File: src/rtl/cas_pkg.sv
package cas_pkg;

  localparam int unsigned CLK_HZ           = 100_000_000;
  localparam int unsigned CONV_SET_MS      = 10;
  localparam int unsigned CONV_PERIOD_MS   = 1000;
  localparam int unsigned CONV_SET_CYC     = CLK_HZ / 1000 * CONV_SET_MS;
  localparam int unsigned CONV_PERIOD_CYC  = CLK_HZ / 1000 * CONV_PERIOD_MS;

  localparam logic [7:0] ADDR_STATE_FLAGS  = 8'h20;
  localparam logic [7:0] ADDR_THROTTLE     = 8'h34;
  localparam logic [7:0] ADDR_MEAS_OPT     = 8'h35;

  localparam logic [15:0] RST_STATE_FLAGS  = 16'h0000;
  localparam logic [15:0] RST_THROTTLE     = 16'h8120;
  localparam logic [15:0] RST_MEAS_OPT     = 16'h2000;
  localparam logic [15:0] MEAS_OPT_WMASK   = 16'hE0FF;

  localparam int unsigned MO_MODE          = 15;
  localparam int unsigned MO_TRIGGER       = 14;
  localparam int unsigned MO_RANGE         = 13;
  localparam int unsigned TP_ADAPTER_LOSS  = 0;
  localparam int unsigned CO0_ADAPTER_BIT  = 15;

  localparam int unsigned SF_PRESENT       = 15;
  localparam int unsigned SF_OPT_DONE      = 14;
  localparam int unsigned SF_VLIM          = 12;
  localparam int unsigned SF_ILIM          = 11;
  localparam int unsigned SF_FAST          = 10;
  localparam int unsigned SF_PRE           = 9;
  localparam int unsigned SF_REVERSE       = 8;
  localparam int unsigned SF_IN_OV         = 7;
  localparam int unsigned SF_BAT_OC        = 6;
  localparam int unsigned SF_IN_OC         = 5;
  localparam int unsigned SF_SYS_OV        = 4;
  localparam int unsigned SF_LATCHOFF      = 2;
  localparam int unsigned SF_REV_OV        = 1;
  localparam int unsigned SF_REV_OC        = 0;

  localparam int unsigned NUM_CH           = 8;
  localparam logic [2:0]  CH_LAST          = 3'h7;

  typedef enum logic [1:0] {
    CAS_IDLE    = 2'b00,
    CAS_CONVERT = 2'b01,
    CAS_WAIT    = 2'b10
  } cas_conv_state_t;

endpackage : cas_pkg

File: src/rtl/cas_regs.sv
`timescale 1ns/1ps

// Operation
// - Adapter loss pulls throttle output low while CHARGE_OPTION_WORD0 bit 15 is clear
// - Channels sequenced in fixed order
// - Converter off in low power
// - Continuous mode repeats set every second
// - One-shot trigger runs exactly one set
// - Trigger bit self-clears after one-shot
// - One conversion set lasts 10 ms
// - Range bit selects 2.04 or 3.06 V
// - Bits 7..0 enable individual channels
// - Bit 15 mirrors charge-ok indication
// - Bit 14 set after optimizer completes while charge-ok is present
// - Bit 12 shows input voltage limiting
// - Bit 11 shows input current limiting
// - Bits 10..8 fast, pre, reverse
// - Bits 7..5 faults latched until read
// - Bit 4 system overvoltage, write-zero clear
// - Bits 2..0 latched until read
module cas_regs
  import cas_pkg::*;
#(
  parameter int unsigned SET_CYC    = cas_pkg::CONV_SET_CYC,
  parameter int unsigned PERIOD_CYC = cas_pkg::CONV_PERIOD_CYC
) (
  input  wire logic        CLK,
  input  wire logic        RESET_N,
  input  wire logic        REG_WR,
  input  wire logic        REG_RD,
  input  wire logic [7:0]  REG_ADDR,
  input  wire logic [15:0] REG_WDATA,
  output logic [15:0]      REG_RDATA,
  output logic             REG_RVALID,
  input  wire logic [15:0] CHARGE_OPTION_WORD0,
  input  wire logic        CHARGE_OK_INDICATION,
  input  wire logic        INPUT_OPTIMIZER_FINISHED,
  input  wire logic        INPUT_VOLTAGE_LIMITING,
  input  wire logic        INPUT_CURRENT_LIMITING,
  input  wire logic        FAST_CHARGE,
  input  wire logic        PRECHARGE,
  input  wire logic        REVERSE_OUTPUT,
  input  wire logic        INPUT_OVERVOLTAGE_FAULT,
  input  wire logic        BATTERY_OVERCURRENT_FAULT,
  input  wire logic        INPUT_OVERCURRENT_FAULT,
  input  wire logic        SYSTEM_OVERVOLTAGE,
  input  wire logic        LATCHOFF_FAULT,
  input  wire logic        REVERSE_OVERVOLTAGE_FAULT,
  input  wire logic        REVERSE_OVERCURRENT_FAULT,
  input  wire logic        LOW_POWER_MODE,
  input  wire logic        BATTERY_ONLY,
  output logic             LOW_POWER_EXIT_REQ,
  output logic             PROCESSOR_HOT_OUTPUT_N,
  output logic             CONVERTER_ACTIVE,
  output logic [2:0]       CONV_CHANNEL,
  output logic             CONV_CHANNEL_VALID,
  output logic             CONVERSION_RANGE_SEL,
  output logic             RESULTS_UPDATE,
  output logic             POWER_STAGE_ENABLE
);

  cas_conv_state_t state_q, state_d;
  logic [15:0]     meas_q, meas_d;
  logic [15:0]     throttle_q, throttle_d;
  logic [7:0]      fault_q, fault_d;
  logic            sysov_q, sysov_d;
  logic            opt_done_q, opt_done_d;
  logic            charge_ok_q;
  logic            hot_n_q, hot_n_d;
  logic [2:0]      ch_q, ch_d;
  logic [15:0]     rdata_q, rdata_d;
  logic            rvalid_q;
  logic            tmr_clear;
  logic            tmr_done;
  logic [31:0]     tmr_limit;
  logic            wr_meas, rd_flags;
  logic [15:0]     flags_now;

  // A set covers every channel, so each channel step gets an equal share.
  // SET_CYC should be a multiple of the channel count to keep it exact.
  localparam int unsigned STEP_CYC = SET_CYC / NUM_CH;

  function automatic logic [7:0] fault_vec(input logic [15:0] f);
    return f[7:0] & 8'hE7;
  endfunction

  assign wr_meas  = REG_WR && (REG_ADDR == ADDR_MEAS_OPT);
  assign rd_flags = REG_RD && (REG_ADDR == ADDR_STATE_FLAGS);

  always_comb begin
    flags_now               = RST_STATE_FLAGS;
    flags_now[SF_PRESENT]   = charge_ok_q;
    flags_now[SF_OPT_DONE]  = opt_done_q;
    flags_now[SF_VLIM]      = INPUT_VOLTAGE_LIMITING;
    flags_now[SF_ILIM]      = INPUT_CURRENT_LIMITING;
    flags_now[SF_FAST]      = FAST_CHARGE;
    flags_now[SF_PRE]       = PRECHARGE;
    flags_now[SF_REVERSE]   = REVERSE_OUTPUT;
    flags_now[SF_SYS_OV]    = sysov_q;
    flags_now[7:0]          = flags_now[7:0] | fault_q;
  end

  // Fault latches; a fault present in the read cycle sets its bit again.
  always_comb begin
    fault_d = rd_flags ? 8'h00 : fault_q;
    fault_d[SF_IN_OV]    = fault_d[SF_IN_OV] | INPUT_OVERVOLTAGE_FAULT;
    fault_d[SF_BAT_OC]   = fault_d[SF_BAT_OC] | BATTERY_OVERCURRENT_FAULT;
    fault_d[SF_IN_OC]    = fault_d[SF_IN_OC] | INPUT_OVERCURRENT_FAULT;
    fault_d[SF_LATCHOFF] = fault_d[SF_LATCHOFF] | LATCHOFF_FAULT;
    fault_d[SF_REV_OV]   = fault_d[SF_REV_OV] | REVERSE_OVERVOLTAGE_FAULT;
    fault_d[SF_REV_OC]   = fault_d[SF_REV_OC] | REVERSE_OVERCURRENT_FAULT;
    fault_d = fault_vec({8'h00, fault_d});
    sysov_d = sysov_q;
    if (REG_WR && (REG_ADDR == ADDR_STATE_FLAGS) && !REG_WDATA[SF_SYS_OV]
        && !SYSTEM_OVERVOLTAGE) begin
      sysov_d = 1'b0;
    end
    if (!CHARGE_OK_INDICATION) begin
      sysov_d = 1'b0;
    end
    if (SYSTEM_OVERVOLTAGE) begin
      sysov_d = 1'b1;
    end
    opt_done_d = INPUT_OPTIMIZER_FINISHED && CHARGE_OK_INDICATION;
    rdata_d = rdata_q;
    if (REG_RD) begin
      unique case (REG_ADDR)
        ADDR_STATE_FLAGS: rdata_d = flags_now;
        ADDR_THROTTLE:    rdata_d = throttle_q;
        ADDR_MEAS_OPT:    rdata_d = meas_q;
        default:          rdata_d = 16'h0000;
      endcase
    end
  end

  // Converter sequencer.
  always_comb begin
    state_d   = state_q;
    meas_d    = meas_q;
    ch_d      = ch_q;
    tmr_clear = 1'b1;
    tmr_limit = STEP_CYC;
    if (wr_meas) begin
      meas_d = REG_WDATA & MEAS_OPT_WMASK;
    end
    unique case (state_q)
      CAS_IDLE: begin
        ch_d = 3'h0;
        if (!LOW_POWER_MODE && (meas_q[MO_MODE] || meas_q[MO_TRIGGER])) begin
          state_d = CAS_CONVERT;
        end
      end
      CAS_CONVERT: begin
        tmr_clear = 1'b0;
        if (tmr_done) begin
          ch_d = ch_q + 3'h1;
          if (ch_q == CH_LAST) begin
            if (meas_q[MO_MODE]) begin
              state_d = CAS_WAIT;
            end else begin
              state_d = CAS_IDLE;
              // A host trigger written in the closing cycle wins.
              if (!wr_meas) begin
                meas_d[MO_TRIGGER] = 1'b0;
              end
            end
          end
        end
      end
      CAS_WAIT: begin
        tmr_clear = 1'b0;
        tmr_limit = PERIOD_CYC - SET_CYC;
        if (tmr_done) begin
          state_d = meas_q[MO_MODE] ? CAS_CONVERT : CAS_IDLE;
          ch_d    = 3'h0;
        end
      end
      default: state_d = CAS_IDLE;
    endcase
    if (LOW_POWER_MODE) begin
      state_d   = CAS_IDLE;
    end
    if (!meas_q[MO_MODE] && !meas_q[MO_TRIGGER] && state_q != CAS_IDLE
        && !(state_q == CAS_CONVERT)) begin
      state_d = CAS_IDLE;
    end
  end

  cas_timer #(
    .WIDTH (32)
  ) u_timer (
    .CLK     (CLK),
    .RESET_N (RESET_N),
    .CLEAR   (tmr_clear),
    .LIMIT   (tmr_limit),
    .DONE    (tmr_done)
  );

  // Throttle profile and adapter-loss output.
  always_comb begin
    throttle_d = throttle_q;
    if (REG_WR && (REG_ADDR == ADDR_THROTTLE)) begin
      throttle_d = REG_WDATA;
    end
    hot_n_d = 1'b1;
    if (throttle_q[TP_ADAPTER_LOSS] && !CHARGE_OPTION_WORD0[CO0_ADAPTER_BIT]
        && !CHARGE_OK_INDICATION) begin
      hot_n_d = 1'b0;
    end
  end

  always_ff @(posedge CLK) begin
    if (!RESET_N) begin
      state_q     <= CAS_IDLE;
      meas_q      <= RST_MEAS_OPT;
      throttle_q  <= RST_THROTTLE;
      fault_q     <= 8'h00;
      sysov_q     <= 1'b0;
      opt_done_q  <= 1'b0;
      charge_ok_q <= 1'b0;
      hot_n_q     <= 1'b1;
      ch_q        <= 3'h0;
      rdata_q     <= 16'h0000;
      rvalid_q    <= 1'b0;
    end else begin
      state_q     <= state_d;
      meas_q      <= meas_d;
      throttle_q  <= throttle_d;
      fault_q     <= fault_d;
      sysov_q     <= sysov_d;
      opt_done_q  <= opt_done_d;
      charge_ok_q <= CHARGE_OK_INDICATION;
      hot_n_q     <= hot_n_d;
      ch_q        <= ch_d;
      rdata_q     <= rdata_d;
      rvalid_q    <= REG_RD;
    end
  end

  // Channels whose enable bit is clear still take their full step, without a result.
  assign CONV_CHANNEL         = ch_q;
  assign CONVERTER_ACTIVE     = (state_q == CAS_CONVERT)
                                && !LOW_POWER_MODE;
  assign CONV_CHANNEL_VALID   = CONVERTER_ACTIVE && meas_q[ch_q];
  assign RESULTS_UPDATE       = CONVERTER_ACTIVE && tmr_done
                                && (ch_q == CH_LAST);
  assign CONVERSION_RANGE_SEL = meas_q[MO_RANGE];
  assign LOW_POWER_EXIT_REQ   = LOW_POWER_MODE && BATTERY_ONLY
                                && (meas_q[MO_MODE] || meas_q[MO_TRIGGER]);
  assign PROCESSOR_HOT_OUTPUT_N = hot_n_q;
  assign POWER_STAGE_ENABLE   = !sysov_q;
  assign REG_RDATA            = rdata_q;
  assign REG_RVALID           = rvalid_q;

endmodule // cas_regs

File: src/rtl/cas_timer.sv
`timescale 1ns/1ps

module cas_timer #(
  parameter int unsigned WIDTH = 32
) (
  input  wire logic             CLK,
  input  wire logic             RESET_N,
  input  wire logic             CLEAR,
  input  wire logic [WIDTH-1:0] LIMIT,
  output logic                  DONE
);

  logic [WIDTH-1:0] count_q;
  logic [WIDTH-1:0] count_d;

  // Counts up while not cleared; DONE is high on the final count.
  always_comb begin
    if (CLEAR || DONE) begin
      count_d = '0;
    end else begin
      count_d = count_q + WIDTH'(1);
    end
  end

  assign DONE = !CLEAR && (count_q == LIMIT - WIDTH'(1));

  always_ff @(posedge CLK) begin
    if (!RESET_N) begin
      count_q <= '0;
    end else begin
      count_q <= count_d;
    end
  end

endmodule // cas_timer

File: config.mk
export PLATFORM = sky130hd
export DESIGN_NAME = cas_regs
export DESIGN_NICKNAME = d
export VERILOG_FILES = /design/src/rtl/cas_pkg.sv /design/src/rtl/cas_regs.sv /design/src/rtl/cas_timer.sv
export SDC_FILE = /design/constraint.sdc
export NUM_CORES = 1
export LEC_CHECK = 0
export ABC_AREA = 1
export BUFFER_PORTS_ARGS = -buffer_cell sky130_fd_sc_hd__clkbuf_2
export CAP_MARGIN = 20
export CORE_MARGIN = 5
export CORE_UTILIZATION = 53
export CTS_CLUSTER_SIZE = 30
export DETAILED_ROUTE_END_ITERATION = 8
export PLACE_DENSITY = 0.85
export SYNTH_ARGS = -nofsm -noshare
export SYNTH_HDL_FRONTEND = slang
export SYNTH_HIERARCHICAL = 1
export SYNTH_SLANG_ARGS = --single-unit
export TNS_END_PERCENT = 20
File: constraint.sdc
create_clock -name CLK -period 4.2 [get_ports CLK]
set_clock_uncertainty 0.1 [all_clocks]
set_input_delay 0.63 -clock CLK [delete_from_list [all_inputs] [get_ports CLK]]
set_output_delay 0.63 -clock CLK [all_outputs]
set_load 0.03 [all_outputs]
==> metrics.md, run 1 <==
| Metric | Value |
|---|---|
| Worst vdd ir | `0.3087 mV` |
| Syn-to-layout area delta | `14.96%` |
| Worst hold path depth | `1` |
| Grt total ovfl | `0` |
| Worst EP required | `3470 ps` |
| Min-Delay Path Class | `register to register` |
| Final period util | `91.07%` |
| Synth Flop Type | `dfxtp_1` |
| Cell Rows | `39` |
| Combinational share of power | `7.8%` |
| Post-synth EDFFs | `0` |
| Flop pwr share | `48.2%` |
| Root buf cell | `clkbuf_16` |
| Status | `finished clean` |
| RSZ-0062 raised after global routing | `false` |
| Final WL | `15.75 mm` |
| I/O Pins | `87` |
| Htree depth | `3` |
| Vias/cell | `5.155` |
| Crit Path Max Fanout | `5` |
| PD cells | `257.1 nW/um2` |
| CP dominant cell by count | `nor3_1` |
| Most frequent cell after synthesis | `nand2_1` |
| Sw Share | `26.24%` |
| Synth top cells by count | `nand2_1 (236), nor2_1 (120), inv_1 (109)` |
| Internal Power | `1.335 mW` |
| Total die area | `13,800 um2` |
| Die width | `117.5 um` |
| CTS sink cnt | `slightly above 90` |
| Top-area cell type share of the netlist area | `29.75%` |
| Clock power share | `44.0%` |
| CTS Buffer Depth | `2` |
| Reg clk slew, reported paths | `roughly 80 ps` |
| Netlist Area Pre-Place | `between 6000 and 7000 um2` |
| Synth area leaders | `dfxtp_1 (30%), nand2_1 (14%), nand3_1 (7.6%), nor2_1 (7.4%), inv_1 (6.7%)` |
| Cts-stage hold buffer count | `0` |
| Antenna violations before repair | `1` |
| Critical path's slowest cell | `dfxtp_1` |
| Core ar. | `11,370 um2` |
| Largest stage delay, worst path | `350 ps` |
| Placed Area | `6740 um2` |
| Final instance area | `7039 um2` |
| Slew headroom | `51.43%` |
| Drt initial violations | `approximately 580` |
| Syn. warnings | `6` |
| DRC violation count after routing | `0` |
| Clock latency on the worst-skew pair | `340 ps` |
| Post-route antenna net violation count | `0` |
| Share of post-route cells with drive strength above 1 | `approximately 16%` |
| Die outline height | `between 100 and 150 um` |
| Input/output buffers | `71` |
| Wire per inst | `~13 um` |
| Setup CP Type | `register to primary output` |
| CP Data Arrival Time | `3090 ps` |
| Max Clk Rate | `approximately 260 MHz` |
| CTS tree | `done` |
| Detailed Routing Iterations Pass 1 | `5` |
| Syn avg cell area | `~6.5 um2` |
| Total CTS buffers | `9` |
| Synth Register Bits | `roughly 90` |
| Post-cts sizing count | `0` |
| Final HPWL DP | `12.02 mm` |
| Total Nets Final | `roughly 1,100` |
| Vias in the first global route | `5,658` |
| Slew @ Worst Pin | `slightly above 700 ps` |
| Final Hold Vio Count | `0` |
| Crit-path cells | `inv_1 > ha_2 > inv_1 > inv_2 > nand3_2 > nor2_2 > xor2_1 > nand3_1 > nor3_1 > nand2_1 > nor2_1 > nand4_1 > nor3_1 > nand2_1 > nor3_1 > clkbuf_2` |
| Total GRT Usage | `between 20% and 30%` |
| Setup crit end kind | `primary output` |
| Slew Viols, Final | `0` |
| Worst Reg2Reg Path Length in Cells | `19` |
| First-pass GRT wire length | `26.24 mm` |
| Switching pwr | `0.4749 mW` |
| Post-synth cell types | `43` |
| Maximum number of pins on one net before global-route repair | `43` |
| GP Congestion | `0.9679` |
| Fin Setup TNS | `0 ps` |
| Via count | `approximately 6,200` |
| Asr flop ratio synth | `0%` |
| Seq/Total Area, Yosys | `29.75%` |
| Final min period | `3825 ps` |
| Worst Setup Start Kind | `register` |
| Leakage | `3.057 nW` |
| Leading area contributor after synthesis | `dfxtp_1` |
| Initial core utilization | `53.86%` |
| Post-CTS setup buffer count | `0` |
| # setup viols final | `0` |
| Mapped Cells | `944` |
| Max-Cap Viols | `0` |
-- cell type report --
class / count / area [um2]
sequential: 91 / 1822
timing repair buffer: 74 / 377.9
multi-input combinational: 770 / 3923
fill: 1047 / 4330
clock buffer: 9 / 225.2
antenna: 1 / 2.502
clock inverter: 7 / 71.32
tap: 143 / 178.9
inverter: 117 / 439.2
-- placed cells by master, fill, tap and decap left out, types with 16 or more instances in the layout --
cell type	synthesis	routed
clkbuf_2	0	71
nand3_1	93	93
nor2_1	120	120
dfxtp_1	91	91
nand4_1	16	16
nor2_2	37	37
conb_1	2	56
inv_1	109	109
nand2_1	236	236
o21ai_0	24	24
xor2_1	46	46
a21oi_1	47	47
-- critical path: cells and delay by family (launching register included) --
kind,cells,cell delay (ps)
simple gates,10,1480
buf+inv,4,520
flops,1,350
xor+xnor,1,210
fa+ha+maj,1,180
-- logic make-up after synthesis --
kind of cell               synth area share, %
adders and majority gates                1.839
buffers and inverters                    9.542
other                                   0.1226
DFF                                      29.75
and+or+nand+nor                          41.77
AOI/OAI and AO/OA                        8.072
xor gates and xnor gates                 8.909
-- state kept, by name (all words and copies together) (netlist names) --
name                    cells
u_timer/count_q            32
fault_q                     6
opt_done_q                  1
sysov_q                     1
CONV_CHANNEL                3
PROCESSOR_HOT_OUTPUT_N      1
state_q                     2
REG_RDATA                  16
meas_q                     11
REG_RVALID                  1
charge_ok_q                 1
throttle_q                 16
-- per-stage QoR --
stage	power (mW)	hold slack (ps)	instances	setup WS, ps	util (%)
final	1.810	355.2	1212	375.0	61.91
after global routing	1.871	363.4	1212	82.18	61.91
after CTS	1.818	356.0	1211	385.1	61.89
after detailed placement	1.028	338.9	1195	776.3	59.28
after global placement	1.026	338.6	1195	806.9	59.28
after floorplan	0.9873	294.1	998	94.69	-
-- path summary, 6_finish.rpt --
path | slack (ps) | endpoint | startpoint
worst max-delay path | 380 | RESULTS_UPDATE | state_q[0]
worst min-delay path | 360 | PROCESSOR_HOT_OUTPUT_N | throttle_q[0]
worst max register to register | 1010 | state_q[1] | state_q[0]
worst min register to register | 360 | PROCESSOR_HOT_OUTPUT_N | throttle_q[0]
-- power groups by stage --
| stage | combinational, mW | sequential [mW] | clock, mW |
|---|---|---|---|
| detailed placement | 0.135 | 0.893 | 0 |
| CTS | 0.136 | 0.873 | 0.810 |
| global placement | 0.133 | 0.893 | 0 |
| floorplan | 0.0941 | 0.893 | 0 |
| global route | 0.158 | 0.873 | 0.840 |
| finish | 0.141 | 0.873 | 0.796 |
-- routing by layer --
layer  up-vias  GRT usage [%]  share of wire, %
li1       3181              -                 -
met1      2806          29.21                44
met2       227          37.48                47
met3        34          4.085               7.3
met4         0          7.168               2.1
met5         -              0                 0
No activity file was read; power rests on OpenSTA's default activity.
==> run 2, diff against run 1 <==
--- a/config.mk
+++ b/config.mk
@@ -9,10 +9,10 @@
 export BUFFER_PORTS_ARGS = -buffer_cell sky130_fd_sc_hd__clkbuf_2
 export CAP_MARGIN = 20
 export CORE_MARGIN = 5
-export CORE_UTILIZATION = 53
+export CORE_UTILIZATION = 63
 export CTS_CLUSTER_SIZE = 30
 export DETAILED_ROUTE_END_ITERATION = 8
-export PLACE_DENSITY = 0.85
+export PLACE_DENSITY = 0.94
 export SYNTH_ARGS = -nofsm -noshare
 export SYNTH_HDL_FRONTEND = slang
 export SYNTH_HIERARCHICAL = 1
==> constraint.sdc (replaced) <==
create_clock -name CLK -period 4.77 [get_ports CLK]
set_clock_uncertainty 0.1 [all_clocks]
set_input_delay 0.7155 -clock CLK [delete_from_list [all_inputs] [get_ports CLK]]
set_output_delay 0.7155 -clock CLK [all_outputs]
set_load 0.03 [all_outputs]
==> run 2 against run 1 <==
Against the previous run: combinational power is 12% lower; critical path type unchanged; cell count is 0.91% lower; routed wire length is 1.7% lower; sequential power is 12% lower; flip-flop and latch count stayed put; clock-buffer cell count stayed put; core utilization is 9.8 points higher.
==> metrics.md, run 2 (same netlist as run 1, synthesis figures left out) <==
| Metric | Value |
|---|---|
| Slew @ Worst Pin | `682.0 ps (was 721.9 ps)` |
| Root buf cell | `clkbuf_8 (was clkbuf_16)` |
| Post-route antenna net violation count | `0 (unchanged)` |
| Worst EP required | `3950 ps (was 3470 ps)` |
| Status | `finished clean (unchanged)` |
| Wire per inst | `12.89 um (was 12.99 um)` |
| Multi-input gate area | `3920 um2 (was 3923 um2)` |
| Min-Delay Path Class | `register to register (unchanged)` |
| Leakage | `3.015 nW (was 3.057 nW)` |
| Core ar. | `9639 um2 (was 11,370 um2)` |
| RSZ-0062 raised after global routing | `false (unchanged)` |
| Total CTS buffers | `9 (unchanged)` |
| Final HPWL DP | `11.90 mm (was 12.02 mm)` |
| Worst Setup Start Kind | `register (unchanged)` |
| Fillers | `819 (was 1,047)` |
| GP Congestion | `1.024 (was 0.9679)` |
| Final Hold Vio Count | `0 (unchanged)` |
| First-pass GRT wire length | `25.50 mm (was 26.24 mm)` |
| CP Data Arrival Time | `3290 ps (was 3090 ps)` |
| Total GRT Usage | `26.71% (was 22.39%)` |
| # setup viols final | `0 (unchanged)` |
| Final Non-Filler Cells | `1,201 (was 1,212)` |
| Final design utilization | `71.75% (was 61.91%)` |
| Final period util | `a little under nine tenths` |
| Setup CP Type | `register to primary output (unchanged)` |
| # diodes | `0 (was 1)` |
| Drt initial violations | `705 (was 575)` |
| Final min period | `4110 ps` |
| CTS sink cnt | `91 (unchanged)` |
| CTS tree | `done (unchanged)` |
| Maximum number of pins on one net before global-route repair | `43 (unchanged)` |
| Reg clk slew, reported paths | `100 ps (was 80 ps)` |
| Cts-stage hold buffer count | `0 (unchanged)` |
| Die width | `108.6 um (was 117.5 um)` |
| Setup crit end kind | `primary output (unchanged)` |
| Die outline height | `108.6 um (was 117.5 um)` |
| Max Clk Rate | `243.3 MHz` |
| Leading cell type in the layout, fill and taps excluded | `nand2_1 (unchanged)` |
| Total die area | `11,790 um2 (was 13,800 um2)` |
| Max-Cap Viols | `0 (unchanged)` |
| Number of instances in the placed design | `1,185 (was 1,195)` |
| Detailed Routing Iterations Pass 1 | `6 (was 5)` |
| Post-CTS setup buffer count | `0 (unchanged)` |
| Top reg by flops | `u_timer/count_q (unchanged)` |
| Vias in the first global route | `5,706 (was 5,658)` |
| Htree depth | `3 (unchanged)` |
| Post-cts sizing count | `0 (unchanged)` |
| Slew headroom | `54.11% (was 51.43%)` |
| Fin Setup TNS | `0 ps (unchanged)` |
| Vias/cell | `5.281 (was 5.155)` |
| Cell Rows | `36 (was 39)` |
| Share of post-route cells with drive strength above 1 | `15.64% (was 15.73%)` |
| Total Power | `1.397 mW (was 1.810 mW)` |
| DRC violation count after routing | `0 (unchanged)` |
| Register area | `1822 um2 (unchanged)` |
| Clock latency on the worst-skew pair | `370 ps (was 340 ps)` |
| CTS Buffer Depth | `2 (unchanged)` |
| Slew Viols, Final | `0 (unchanged)` |
| Total Nets Final | `1,132 (unchanged)` |
| Antenna violations before repair | `0 (was 1)` |
| Most frequent cells in the layout | `nand2_1 (236), nor2_1 (120), inv_1 (109), nand3_1 (93), dfxtp_1 (91) (unchanged)` |
| Grt total ovfl | `0 (unchanged)` |
| Syn-to-layout area delta | `12.95% (was 14.96%)` |
| PD cells | `201.9 nW/um2 (was 257.1 nW/um2)` |
| Worst vdd ir | `0.1533 mV (was 0.3087 mV)` |
| Final WL | `15.48 mm (was 15.75 mm)` |
| Initial core utilization | `63.53% (was 53.86%)` |
| Input/output buffers | `71 (unchanged)` |
| Via count | `6,343 (was 6,248)` |
| Crit Path Max Fanout | `13 (was 5)` |
| I/O Pins | `87 (unchanged)` |
| Max reg flops | `32 (unchanged)` |
-- run 2: cell types whose count changed in the layout (fill, tap and decap cells not counted) --
cell and change:
clkbuf_16 -9, clkbuf_8 +9, clkinv_4 +1, clkinv_8 -1, clkinvlp_4 -1, diode_2 -1
ha_1 +1, ha_2 -1, inv_8 +1
-- run 2: stage by stage --
stage | worst slack (ps) | hold slack, ps | area [um2]
4_1_cts | 708.5 | 342.2 | 6917
2_1_floorplan | 66.67 | 294.1 | 6326
5_1_grt | 327.9 | 378.0 | 6917
3_3_place_gp | 1195 | 329.7 | 6725
6_report | 660.3 | 344.7 | 6917
3_5_place_dp | 1118 | 320.4 | 6725
-- run 2: critical path: stages (launching register included) --
cell and delay [ps]:
dfxtp_1 420, inv_1 90, ha_1 220, inv_1 50
buf_4 220, inv_2 80, nand3_2 170, inv_1 130
nand2_1 110, nand2_1 60, nand2_1 80, nand4_1 90
nor2_1 120, nand2_1 80, nor2_1 100, nand3b_1 110
nor3_1 280, nand2_1 120, nor3_1 150, clkbuf_2 230
-- run 2: routing by layer --
layer	track usage, %	routed length [um]	vias up
met5	0	0	-
met4	6.763	320	0
met3	6.388	1461	35
met2	43.82	7220	303
met1	35.34	6474	2820
li1	-	-	3185
-- run 2: power by group --
part | switching, mW | total (mW) | leakage (nW) | internal (mW)
clock | 0.301 | 0.504 | 0.0958 | 0.204
sequential | 0.00318 | 0.768 | 0.736 | 0.765
combinational | 0.0810 | 0.124 | 2.18 | 0.0428
total | 0.385 | 1.40 | 3.01 | 1.01
-- run 2: cell type report --
type / count / share of cell area, %
multi-input cells: 770 / 56.68
flip-flops and latches: 91 / 26.34
inverters: 117 / 6.349
repair buffers: 74 / 5.463
well taps: 133 / 2.406
clock buffers: 9 / 1.791
clock inverters: 7 / 0.9768
-- run 2: path summary, 6_finish.rpt --
| check | slack [ps] | from | depth (start not counted) | endpoint |
|---|---|---|---|---|
| min reg2reg | 340 | throttle_q[0] | 1 | PROCESSOR_HOT_OUTPUT_N |
| max reg2reg | 1380 | state_q[0] | 22 | state_q[1] |
| max | 660 | state_q[0] | 19 | RESULTS_UPDATE |
| min | 340 | throttle_q[0] | 1 | PROCESSOR_HOT_OUTPUT_N |
